<file path="src/shared/dasm_pkg.sv">
// Package of constants and types for the drive alarm and status monitor.
// Assumes a 40 MHz module clock and 16-bit parameter values.
`default_nettype none
package dasm_pkg;
	localparam int unsigned CLK_HZ          = 40000000;
	localparam int unsigned MS_PER_S        = 1000;
	localparam int unsigned CYC_PER_MS      = CLK_HZ / 1000;
	// Parameter indices on the non-cyclic access port.
	localparam logic [7:0] PIX_ALARM_MASK   = 8'h00;
	localparam logic [7:0] PIX_TEMP_LIMIT   = 8'h01;
	localparam logic [7:0] PIX_OT_TIMER     = 8'h02;
	localparam logic [7:0] PIX_UV_THRESH    = 8'h03;
	localparam logic [7:0] PIX_FS_TIMER     = 8'h04;
	localparam logic [7:0] PIX_PS_TIMER     = 8'h05;
	localparam logic [7:0] PIX_INPUT_STAT   = 8'h06;
	localparam logic [7:0] PIX_DCLINK_V     = 8'h07;
	localparam logic [7:0] PIX_MOTOR_TEMP   = 8'h08;
	localparam logic [7:0] PIX_SPEED_SET    = 8'h09;
	localparam logic [7:0] PIX_SPEED_ACT    = 8'h0a;
	localparam logic [7:0] PIX_CURR_PCT     = 8'h0b;
	localparam logic [7:0] PIX_CURR_LSB     = 8'h0c;
	localparam logic [7:0] PIX_ALARM_STAT   = 8'h0d;
	// Reset values and limits.
	localparam logic [15:0] MASK_RST        = 16'h0000;
	localparam logic [15:0] MASK_USED       = 16'h4101;
	localparam logic [15:0] TEMP_LIMIT_RST  = 16'd120;
	localparam logic [15:0] TEMP_LIMIT_MAX  = 16'd200;
	localparam logic [15:0] OT_TIMER_RST    = 16'd240;
	localparam logic [15:0] OT_TIMER_MAX    = 16'd600;
	localparam logic [15:0] UV_THRESH_RST   = 16'd200;
	localparam logic [15:0] UV_THRESH_MAX   = 16'd600;
	localparam logic [15:0] FS_TIMER_RST    = 16'd200;
	localparam logic [15:0] FS_TIMER_MIN    = 16'd20;
	localparam logic [15:0] FS_TIMER_MAX    = 16'd10000;
	localparam logic [15:0] PS_TIMER_RST    = 16'd20;
	localparam logic [15:0] DISP_MAX        = 16'h7fff;
	// Alarm positions.
	localparam int unsigned ALM_CFG         = 0;
	localparam int unsigned ALM_FIXSTOP     = 8;
	localparam int unsigned ALM_OVERTEMP    = 14;
	// Input status bit positions.
	localparam int unsigned IS_CU_EN        = 0;
	localparam int unsigned IS_MOD_INH      = 1;
	localparam int unsigned IS_CEN_INH      = 2;
	localparam int unsigned IS_PULSE_SUM    = 3;
	localparam int unsigned IS_HS_HOT_N     = 4;
	localparam int unsigned IS_SETUP_N      = 5;
	localparam int unsigned IS_SPZ_EN       = 6;
	localparam int unsigned IS_PREWARN_N    = 8;
	// Current filter: both cycle settings give tau/Ts = 320, gain 65536/320.
	localparam logic [15:0] PT1_GAIN        = 16'd205;
	localparam int unsigned CUR_FS_SHIFT    = 14;
	localparam logic [15:0] CUR_UA_PER_LSB  = 16'd2197;
	typedef enum logic [1:0] {
		DASM_OT_IDLE  = 2'b00,
		DASM_OT_COUNT = 2'b01,
		DASM_OT_TRIP  = 2'b10
	} dasm_ot_state_t;
endpackage
`default_nettype wire

</file>
<file path="src/design/dasm_top.sv">
// Alarm and status monitor for one servo axis: alarms, warnings, display values.
// Assumes measurement inputs on the module clock and binary inputs from pins.
//
// Operation
// - Mask bit zero enables alarm, resets zero.
// - Configuration error alarm can never be masked.
// - Bit 8 fixed stop, bit 14 overtemperature.
// - Software reset clears reset-class alarms.
// - Power-on alarms cleared only by hardware reset.
// - Warn when motor temperature reaches limit.
// - Overtemperature timer starts, default 240 s.
// - Timer expiry brakes then suppresses pulses.
// - New timer value waits for cooled motor.
// - Undervoltage warning below settable threshold.
// - Fixed stop timer expiry suppresses pulses.
// - Fixed stop timer below suppression refused.
// - Fixed stop monitoring independent of modes.
// - Input status bits zero to three.
// - Input status bits four, five, six, eight.
// - DC link voltage readable in volts.
// - Speed setpoint is position plus feedforward.
// - Displays captured at read request.
// - Current smoothed by first-order low-pass filter.
// - Smoothed current shown as percentage.
// - Motor temperature readable in degrees.
// - Read-only current weight per LSB.
`timescale 1ns/1ps
`default_nettype none
module dasm_top #(
	parameter int unsigned P_CYC_PER_MS = dasm_pkg::CYC_PER_MS,
	parameter int unsigned P_MS_PER_S   = dasm_pkg::MS_PER_S
) (
	// Clock, hardware reset and software reset request.
	input  wire logic        i_clk,
	input  wire logic        i_rstn,
	input  wire logic        i_sw_reset,
	// Binary input pins, asynchronous.
	input  wire logic        i_control_unit_enable,
	input  wire logic        i_module_pulse_inhibit,
	input  wire logic        i_central_pulse_inhibit,
	input  wire logic        i_pulse_enable_sum,
	input  wire logic        i_heatsink_overtemp_flag_n,
	input  wire logic        i_setup_mode_flag_n,
	input  wire logic        i_setpoint_zero_enable,
	input  wire logic        i_temperature_prewarning_n,
	// Measurements and internal events on the module clock.
	input  wire logic [15:0] i_motor_temp,
	input  wire logic [15:0] i_dclink_volt,
	input  wire logic [15:0] i_pos_ctrl_out,
	input  wire logic [15:0] i_speed_ff,
	input  wire logic [15:0] i_speed_act,
	input  wire logic [15:0] i_torque_current,
	input  wire logic        i_current_cycle_tick,
	input  wire logic        i_fixed_stop_fault,
	input  wire logic        i_config_error,
	input  wire logic        i_poweron_fault,
	// Non-cyclic parameter access.
	input  wire logic        i_par_req,
	input  wire logic        i_par_wr,
	input  wire logic [7:0]  i_par_index,
	input  wire logic [15:0] i_par_wdata,
	output logic             o_par_ack,
	output logic             o_par_err,
	output logic [15:0]      o_par_rdata,
	// Messages and drive actions.
	output logic             o_warn_temp,
	output logic             o_warn_undervolt,
	output logic             o_regen_brake,
	output logic             o_pulse_suppress,
	output logic [15:0]      o_alarm_active,
	output logic             o_poweron_alarm
);
	import dasm_pkg::*;

	function automatic logic [15:0] sat_pos(input logic signed [16:0] v);
		if (v < 17'sd0)
			sat_pos = 16'h0000;
		else if (v > $signed({1'b0, DISP_MAX}))
			sat_pos = DISP_MAX;
		else
			sat_pos = v[15:0];
	endfunction

	logic [7:0]  pin_s1_r;
	logic [7:0]  pin_s2_r;
	logic [15:0] mask_r;
	logic [15:0] temp_lim_r;
	logic [15:0] ot_tim_r;
	logic [15:0] uv_thr_r;
	logic [15:0] fs_tim_r;
	logic [15:0] ps_tim_r;
	logic [15:0] alarm_r;
	logic [15:0] ms_cnt_r;
	logic        ms_tick_r;
	logic [19:0] ot_cnt_r;
	logic [13:0] fs_cnt_r;
	logic [15:0] ps_cnt_r;
	logic        ps_done_r;
	logic signed [31:0] filt_r;
	dasm_ot_state_t ot_state_r;
	dasm_ot_state_t ot_state_nxt;

	always_ff @(posedge i_clk or negedge i_rstn) begin
		if (!i_rstn) begin
			pin_s1_r <= 8'h00;
			pin_s2_r <= 8'h00;
		end else begin
			pin_s1_r <= {i_temperature_prewarning_n, i_setpoint_zero_enable,
				i_setup_mode_flag_n, i_heatsink_overtemp_flag_n, i_pulse_enable_sum,
				i_central_pulse_inhibit, i_module_pulse_inhibit, i_control_unit_enable};
			pin_s2_r <= pin_s1_r;
		end
	end

	wire [15:0] in_status = {7'h00, pin_s2_r[7], 1'b0, pin_s2_r[6:0]};

	// Parameter write decode and range checks.
	wire        wr_req    = i_par_req & i_par_wr;
	wire        wr_mask   = wr_req & (i_par_index == PIX_ALARM_MASK);
	wire        wr_tlim   = wr_req & (i_par_index == PIX_TEMP_LIMIT);
	wire        wr_ot     = wr_req & (i_par_index == PIX_OT_TIMER);
	wire        wr_uv     = wr_req & (i_par_index == PIX_UV_THRESH);
	wire        wr_fs     = wr_req & (i_par_index == PIX_FS_TIMER);
	wire        wr_ps     = wr_req & (i_par_index == PIX_PS_TIMER);
	wire        bad_tlim  = wr_tlim & (i_par_wdata > TEMP_LIMIT_MAX);
	wire        bad_ot    = wr_ot & (i_par_wdata > OT_TIMER_MAX);
	wire        bad_uv    = wr_uv & (i_par_wdata > UV_THRESH_MAX);
	wire        bad_fs    = wr_fs & ((i_par_wdata < FS_TIMER_MIN) |
		(i_par_wdata > FS_TIMER_MAX) | (i_par_wdata < ps_tim_r));
	wire        bad_ps    = wr_ps & (i_par_wdata > fs_tim_r);
	wire        wr_ro     = wr_req & ~(wr_mask | wr_tlim | wr_ot | wr_uv | wr_fs | wr_ps);
	wire        wr_bad    = bad_tlim | bad_ot | bad_uv | bad_fs | bad_ps | wr_ro;

	always_ff @(posedge i_clk or negedge i_rstn) begin
		if (!i_rstn) begin
			mask_r     <= MASK_RST;
			temp_lim_r <= TEMP_LIMIT_RST;
			ot_tim_r   <= OT_TIMER_RST;
			uv_thr_r   <= UV_THRESH_RST;
			fs_tim_r   <= FS_TIMER_RST;
			ps_tim_r   <= PS_TIMER_RST;
		end else begin
			if (wr_mask)
				mask_r <= i_par_wdata & MASK_USED;
			if (wr_tlim & ~bad_tlim)
				temp_lim_r <= i_par_wdata;
			if (wr_ot & ~bad_ot)
				ot_tim_r <= i_par_wdata;
			if (wr_uv & ~bad_uv)
				uv_thr_r <= i_par_wdata;
			if (wr_fs & ~bad_fs)
				fs_tim_r <= i_par_wdata;
			if (wr_ps & ~bad_ps)
				ps_tim_r <= i_par_wdata;
		end
	end

	// Millisecond time base for the overtemperature, fixed stop and pulse suppression timers.
	wire ms_wrap = (ms_cnt_r == 16'(P_CYC_PER_MS - 1));

	always_ff @(posedge i_clk or negedge i_rstn) begin
		if (!i_rstn) begin
			ms_cnt_r  <= 16'h0000;
			ms_tick_r <= 1'b0;
		end else begin
			ms_cnt_r  <= ms_wrap ? 16'h0000 : ms_cnt_r + 16'h0001;
			ms_tick_r <= ms_wrap;
		end
	end

	// Motor overtemperature warning and shutdown timer.
	wire temp_hot  = (i_motor_temp >= temp_lim_r);
	wire ot_expire = (ot_cnt_r == 20'h00000);

	always_comb begin
		ot_state_nxt = ot_state_r;
		case (ot_state_r)
			DASM_OT_IDLE: begin
				if (temp_hot)
					ot_state_nxt = DASM_OT_COUNT;
			end
			DASM_OT_COUNT: begin
				if (!temp_hot)
					ot_state_nxt = DASM_OT_IDLE;
				else if (ot_expire)
					ot_state_nxt = DASM_OT_TRIP;
			end
			DASM_OT_TRIP: begin
				if (!temp_hot)
					ot_state_nxt = DASM_OT_IDLE;
			end
			default: ot_state_nxt = DASM_OT_IDLE;
		endcase
	end

	always_ff @(posedge i_clk or negedge i_rstn) begin
		if (!i_rstn) begin
			ot_state_r <= DASM_OT_IDLE;
			ot_cnt_r   <= 20'h00000;
		end else begin
			ot_state_r <= ot_state_nxt;
			if (ot_state_r == DASM_OT_IDLE)
				ot_cnt_r <= 20'(ot_tim_r * P_MS_PER_S);
			else if (ms_tick_r && !ot_expire)
				ot_cnt_r <= ot_cnt_r - 20'h00001;
		end
	end

	// Fixed stop watchdog on the speed controller output, whatever the mode.
	wire fs_expire = ({2'b00, fs_cnt_r} >= fs_tim_r);

	always_ff @(posedge i_clk or negedge i_rstn) begin
		if (!i_rstn)
			fs_cnt_r <= 14'h0000;
		else if (!i_fixed_stop_fault)
			fs_cnt_r <= 14'h0000;
		else if (ms_tick_r && !fs_expire)
			fs_cnt_r <= fs_cnt_r + 14'h0001;
	end

	// Reset-class alarms; the set term wins over a software reset.
	wire [15:0] alarm_set;
	assign alarm_set[ALM_CFG]         = i_config_error;
	assign alarm_set[ALM_FIXSTOP]     = fs_expire & i_fixed_stop_fault & ~mask_r[ALM_FIXSTOP];
	assign alarm_set[ALM_OVERTEMP]    = (ot_state_r == DASM_OT_TRIP) &
		~mask_r[ALM_OVERTEMP];
	assign alarm_set[7:1]             = 7'h00;
	assign alarm_set[13:9]            = 5'h00;
	assign alarm_set[15]              = 1'b0;

	always_ff @(posedge i_clk or negedge i_rstn) begin
		if (!i_rstn)
			alarm_r <= 16'h0000;
		else
			alarm_r <= alarm_set | (i_sw_reset ? 16'h0000 : alarm_r);
	end

	// After an overtemperature shutdown the axis brakes before pulses go off.
	wire brake_on = alarm_r[ALM_OVERTEMP];

	always_ff @(posedge i_clk or negedge i_rstn) begin
		if (!i_rstn) begin
			ps_cnt_r  <= 16'h0000;
			ps_done_r <= 1'b0;
		end else if (!brake_on) begin
			ps_cnt_r  <= 16'h0000;
			ps_done_r <= 1'b0;
		end else begin
			if (ms_tick_r && !ps_done_r)
				ps_cnt_r <= ps_cnt_r + 16'h0001;
			ps_done_r <= (ps_cnt_r >= ps_tim_r);
		end
	end

	// Smoothed torque current, updated once per current controller cycle.
	wire signed [31:0] filt_err  = $signed({{16{i_torque_current[15]}}, i_torque_current}) -
		(filt_r >>> 16);
	wire signed [47:0] filt_step = filt_err * $signed({1'b0, PT1_GAIN});

	always_ff @(posedge i_clk or negedge i_rstn) begin
		if (!i_rstn)
			filt_r <= 32'sh00000000;
		else if (i_current_cycle_tick)
			filt_r <= filt_r + filt_step[31:0];
	end

	wire signed [15:0] filt_out  = filt_r[31:16];
	wire [15:0]        filt_abs  = filt_out[15] ? 16'(-filt_out) : filt_out;
	wire [22:0]        pct_prod  = filt_abs * 7'd100;
	wire [15:0]        curr_pct  = sat_pos($signed({8'h00, pct_prod[22:CUR_FS_SHIFT]}));
	wire signed [16:0] spd_sum   = $signed({i_pos_ctrl_out[15], i_pos_ctrl_out}) +
		$signed({i_speed_ff[15], i_speed_ff});
	wire [15:0]        spd_set   = sat_pos(spd_sum);
	wire [15:0]        spd_act   = sat_pos($signed({i_speed_act[15], i_speed_act}));

	// Read mux; displays are taken at the request cycle, not sampled periodically.
	logic [15:0] rd_val;
	always_comb begin
		case (i_par_index)
			PIX_ALARM_MASK: rd_val = mask_r;
			PIX_TEMP_LIMIT: rd_val = temp_lim_r;
			PIX_OT_TIMER:   rd_val = ot_tim_r;
			PIX_UV_THRESH:  rd_val = uv_thr_r;
			PIX_FS_TIMER:   rd_val = fs_tim_r;
			PIX_PS_TIMER:   rd_val = ps_tim_r;
			PIX_INPUT_STAT: rd_val = in_status;
			PIX_DCLINK_V:   rd_val = sat_pos($signed({1'b0, i_dclink_volt}));
			PIX_MOTOR_TEMP: rd_val = sat_pos($signed({1'b0, i_motor_temp}));
			PIX_SPEED_SET:  rd_val = spd_set;
			PIX_SPEED_ACT:  rd_val = spd_act;
			PIX_CURR_PCT:   rd_val = curr_pct;
			PIX_CURR_LSB:   rd_val = CUR_UA_PER_LSB;
			PIX_ALARM_STAT: rd_val = alarm_r;
			default:        rd_val = 16'h0000;
		endcase
	end

	wire rd_bad = i_par_req & ~i_par_wr & (i_par_index > PIX_ALARM_STAT);

	always_ff @(posedge i_clk or negedge i_rstn) begin
		if (!i_rstn) begin
			o_par_ack   <= 1'b0;
			o_par_err   <= 1'b0;
			o_par_rdata <= 16'h0000;
		end else begin
			o_par_ack <= i_par_req;
			o_par_err <= i_par_req & (wr_bad | rd_bad);
			if (i_par_req && !i_par_wr)
				o_par_rdata <= rd_val;
		end
	end

	// Messages and drive actions.
	always_ff @(posedge i_clk or negedge i_rstn) begin
		if (!i_rstn) begin
			o_warn_temp      <= 1'b0;
			o_warn_undervolt <= 1'b0;
			o_regen_brake    <= 1'b0;
			o_pulse_suppress <= 1'b0;
			o_alarm_active   <= 16'h0000;
			o_poweron_alarm  <= 1'b0;
		end else begin
			o_warn_temp      <= temp_hot;
			o_warn_undervolt <= (i_dclink_volt < uv_thr_r);
			o_regen_brake    <= brake_on & ~ps_done_r;
			o_pulse_suppress <= alarm_r[ALM_FIXSTOP] | (brake_on & ps_done_r) |
				alarm_r[ALM_CFG];
			o_alarm_active   <= alarm_r;
			o_poweron_alarm  <= o_poweron_alarm | i_poweron_fault;
		end
	end

endmodule // dasm_top
`default_nettype wire

</file>
<file path="config.mk">
export PLATFORM = sky130hd
export DESIGN_NAME = dasm_top
export DESIGN_NICKNAME = d
export VERILOG_FILES = /design/src/shared/dasm_pkg.sv /design/src/design/dasm_top.sv
export SDC_FILE = /design/constraint.sdc
export NUM_CORES = 1
export LEC_CHECK = 0
export BUFFER_PORTS_ARGS = -buffer_cell sky130_fd_sc_hd__buf_2
export CORE_ASPECT_RATIO = 0.9
export CORE_MARGIN = 5
export CORE_UTILIZATION = 50
export CTS_CLUSTER_SIZE = 30
export DETAILED_ROUTE_END_ITERATION = 8
export GPL_TIMING_DRIVEN = 0
export PLACE_DENSITY_LB_ADDON = 0.08
export SLEW_MARGIN = 30
export SYNTH_ARGS = -nofsm -noshare
export SYNTH_HDL_FRONTEND = slang
export SYNTH_SLANG_ARGS = --single-unit
</file>
<file path="constraint.sdc">
create_clock -name i_clk -period 9.9 [get_ports i_clk]
set_input_delay 1.98 -clock i_clk [delete_from_list [all_inputs] [get_ports i_clk]]
set_output_delay 1.98 -clock i_clk [all_outputs]
set_load 0.01 [all_outputs]
</file>
==> results.txt <==
CTS sink count - 230
FF+latch count, synth - 230
Kind of end point of the critical path - flip-flop
Outcome - finished clean
Hold Fails Final Rpt - 0
Post-synth top cells - ha_1, inv_1, dfrtp_1
Fillcell total - 3879
Gp weighted congestion - 0.993
Unrepaired setup endpoints after global routing - false
Initial antenna violation count - 3
Row cnt - 72
Final setup viols - 0
TritonCTS clock tree - built
Worst-Skew Late Latency - 550 ps
Top post-synthesis cells by area - dfrtp_1, ha_1, fa_1
Top-count cell post-synth - ha_1
Tot GR Track Use - 24.8%
Synth top area share - 24.8%
Post-DR wirelength/cell - 19.4 um
DR iter-0 viols - 1218
Worst-Margin Slew - 926 ps
Antenna Nets Post-Route - 0
Worst Path Required - 10310 ps
Cell Area, Synth - 21600 um2
Hold_buf cts - 0
Remaining DRCs - 0
Starting Density - 50.3%
DRT Pass-1 Iters - 8
Yosys cell types - 76
Min Hold Slack - 349 ps
GRT overflow - 0
Routed vias/inst - 5.61
Type of the most critical hold path - reg -> reg
Dpl cells - 3069
Final worst-path cycle share - 94.9%
Via count - 17530
Critical Path AT - 9810 ps
Minimum clock period - 9400 ps
Syn Inst Count - 2340
Final instance count without filler cells - 3124
Routed WL - 60500 um
Worst Setup Path Type - in -> reg
Largest net degree at the start of global routing - 76
Core Util, Final - 56.9%
Die Area - 47400 um2
Hpwl dp - 49200 um
CTS root buf - clkbuf_16
Final slew viol count - 0
Slowest CP cell - fa_1
Share of cells above drive strength 1 - 11.9%
DP Worst Slack - -433 ps
Placeable core area - 42900 um2
I/O pins - 176
Vias in the first global route - 17113
Setup slack, reg-to-reg - 1410 ps
Die Wd - 229 um
FFs w/ async S/R, synth - 100%
Avg Synthesized Cell Area - 9.23 um2
Maximum root-to-sink buffer count - 3
Nets - 3106
Synth Flop Type - dfrtp_1
Sequential-to-total area share from yosys stat - 26.8%
Achievable clock frequency - 0.106 GHz
Clock buffer count from CTS - 27
Crit-path max FO - 5
MaxCap Viol Count - 0
Largest stage delay, worst path - 560 ps
I/O Buffers - 159
Worst Setup Slack, final - 502 ps
Clk slew on worst S/H paths - 60 ps
Slew Limit Headroom - 37.8%
Number of synthesized flops with an enable pin - 0
Die height - 207 um
Largest area contributor in the synthesized netlist - dfrtp_1
First-pass GRT wire length - 95000 um
Synth warnings - 0
Worst Setup Start Kind - primary input
H-tree levels - 1
Clk_skew - 13.0 ps
Area grow syn2layout - 13.0%
==> cell usage in the layout, fill, tap and decap left out, types with 19 or more instances in the layout <==
cell type and n:
xor2_1 64, nand2_1 145, and2_1 19, buf_2 162, nand4_1 21, fa_1 93, nor2b_1 23, nand3_1 53
inv_1 296, o21ai_1 55, dfrtp_1 214, mux2_2 29, clkbuf_1 40, nand2b_1 25, a21oi_1 128, ha_1 327
clkbuf_16 27, o21a_1 25, mux2_1 30, nor2_1 133, a21o_1 68, o21bai_1 19, and3_1 28, xnor2_1 113
nor3_1 31, o21ai_0 91
==> final timing paths <==
| path | start | end | cells after the start |
|---|---|---|---|
| worst min register to register | pin_s1_r[5]$_DFF_PN0_ | pin_s2_r[5]$_DFF_PN0_ | 0 |
| min in group asynchronous | i_rstn | ot_cnt_r[19]$_DFFE_PN0P_ | 1 |
| max in group asynchronous | i_rstn | pin_s2_r[7]$_DFF_PN0_ | 3 |
| worst min-delay path | pin_s1_r[5]$_DFF_PN0_ | pin_s2_r[5]$_DFF_PN0_ | 0 |
| worst max-delay path | i_torque_current[1] | filt_r[30]$_DFFE_PN0P_ | 35 |
| worst max register to register | filt_r[17]$_DFFE_PN0P_ | filt_r[30]$_DFFE_PN0P_ | 35 |
==> per-layer routing <==
metal,part of all wire [%],GRT usage [%],wire (um),vias to the layer above
li1,-,-,-,8523
met1,49,37.4,29600,8411
met2,42,37.0,25500,496
met3,6.5,4.93,3920,96
met4,2.5,5.39,1520,4
met5,0.066,0,40,-
==> state kept, by name, indices dropped and copies added, names as in the netlist, 2 cells and up <==
register,count
ps_cnt_r,16
o_par_rdata,16
ot_state_r,2
ot_cnt_r,20
o_alarm_active,3
mask_r,3
temp_lim_r,16
fs_cnt_r,14
ps_tim_r,16
uv_thr_r,16
alarm_r,3
pin_s2_r,8
fs_tim_r,16
pin_s1_r,8
ot_tim_r,16
filt_r,32
ms_cnt_r,16
==> per-stage QoR <==
stage,area (um2),setup TNS (ps)
floorplan,21600,0
global placement,23100,-1580
detailed placement,23200,-1990
CTS,24300,0
global route,24400,0
finish,24400,0
==> layout make-up <==
type	count	area (um2)	share of cell area (%)
Tap cell	555	694	2.85
Inverter	297	1110	4.57
Clock buffer	33	738	3.03
Timing Repair Buffer	167	926	3.79
Buffer	59	275	1.13
Antenna cell	1	2.50	0.0103
Clock inverter	16	323	1.32
Multi-Input combinational cell	1766	14600	59.6
Sequential cell	230	5780	23.7
==> cell families after synthesis <==
family,after synthesis,share of synthesized area (%)
AND/OR/NAND/NOR,551,12.5
AO/OA/AOI/OAI,525,15.5
adder cells (fa/ha/maj),421,27.6
buffers and inverters,356,6.44
flip-flops,230,26.8
XOR/XNOR,183,7.42
multiplexers,73,3.73
other,1,0.0174
==> critical path, delay by kind of cell <==
family	cells	cell delay, ps
mux	1	90
compound gates	15	3130
xor+xnor	3	620
simple gates	5	1010
buf+inv	5	410
fa+ha+maj	6	2560
==> what timing repair did <==
item / in CTS / in global routing
setup endpoints to repair: 0 / 9
setup buffers: 0 / 5
resized for setup: 0 / 14
Power is not shown: default switching activity piles up to over one toggle a cycle in this logic, so the estimate is an artifact.
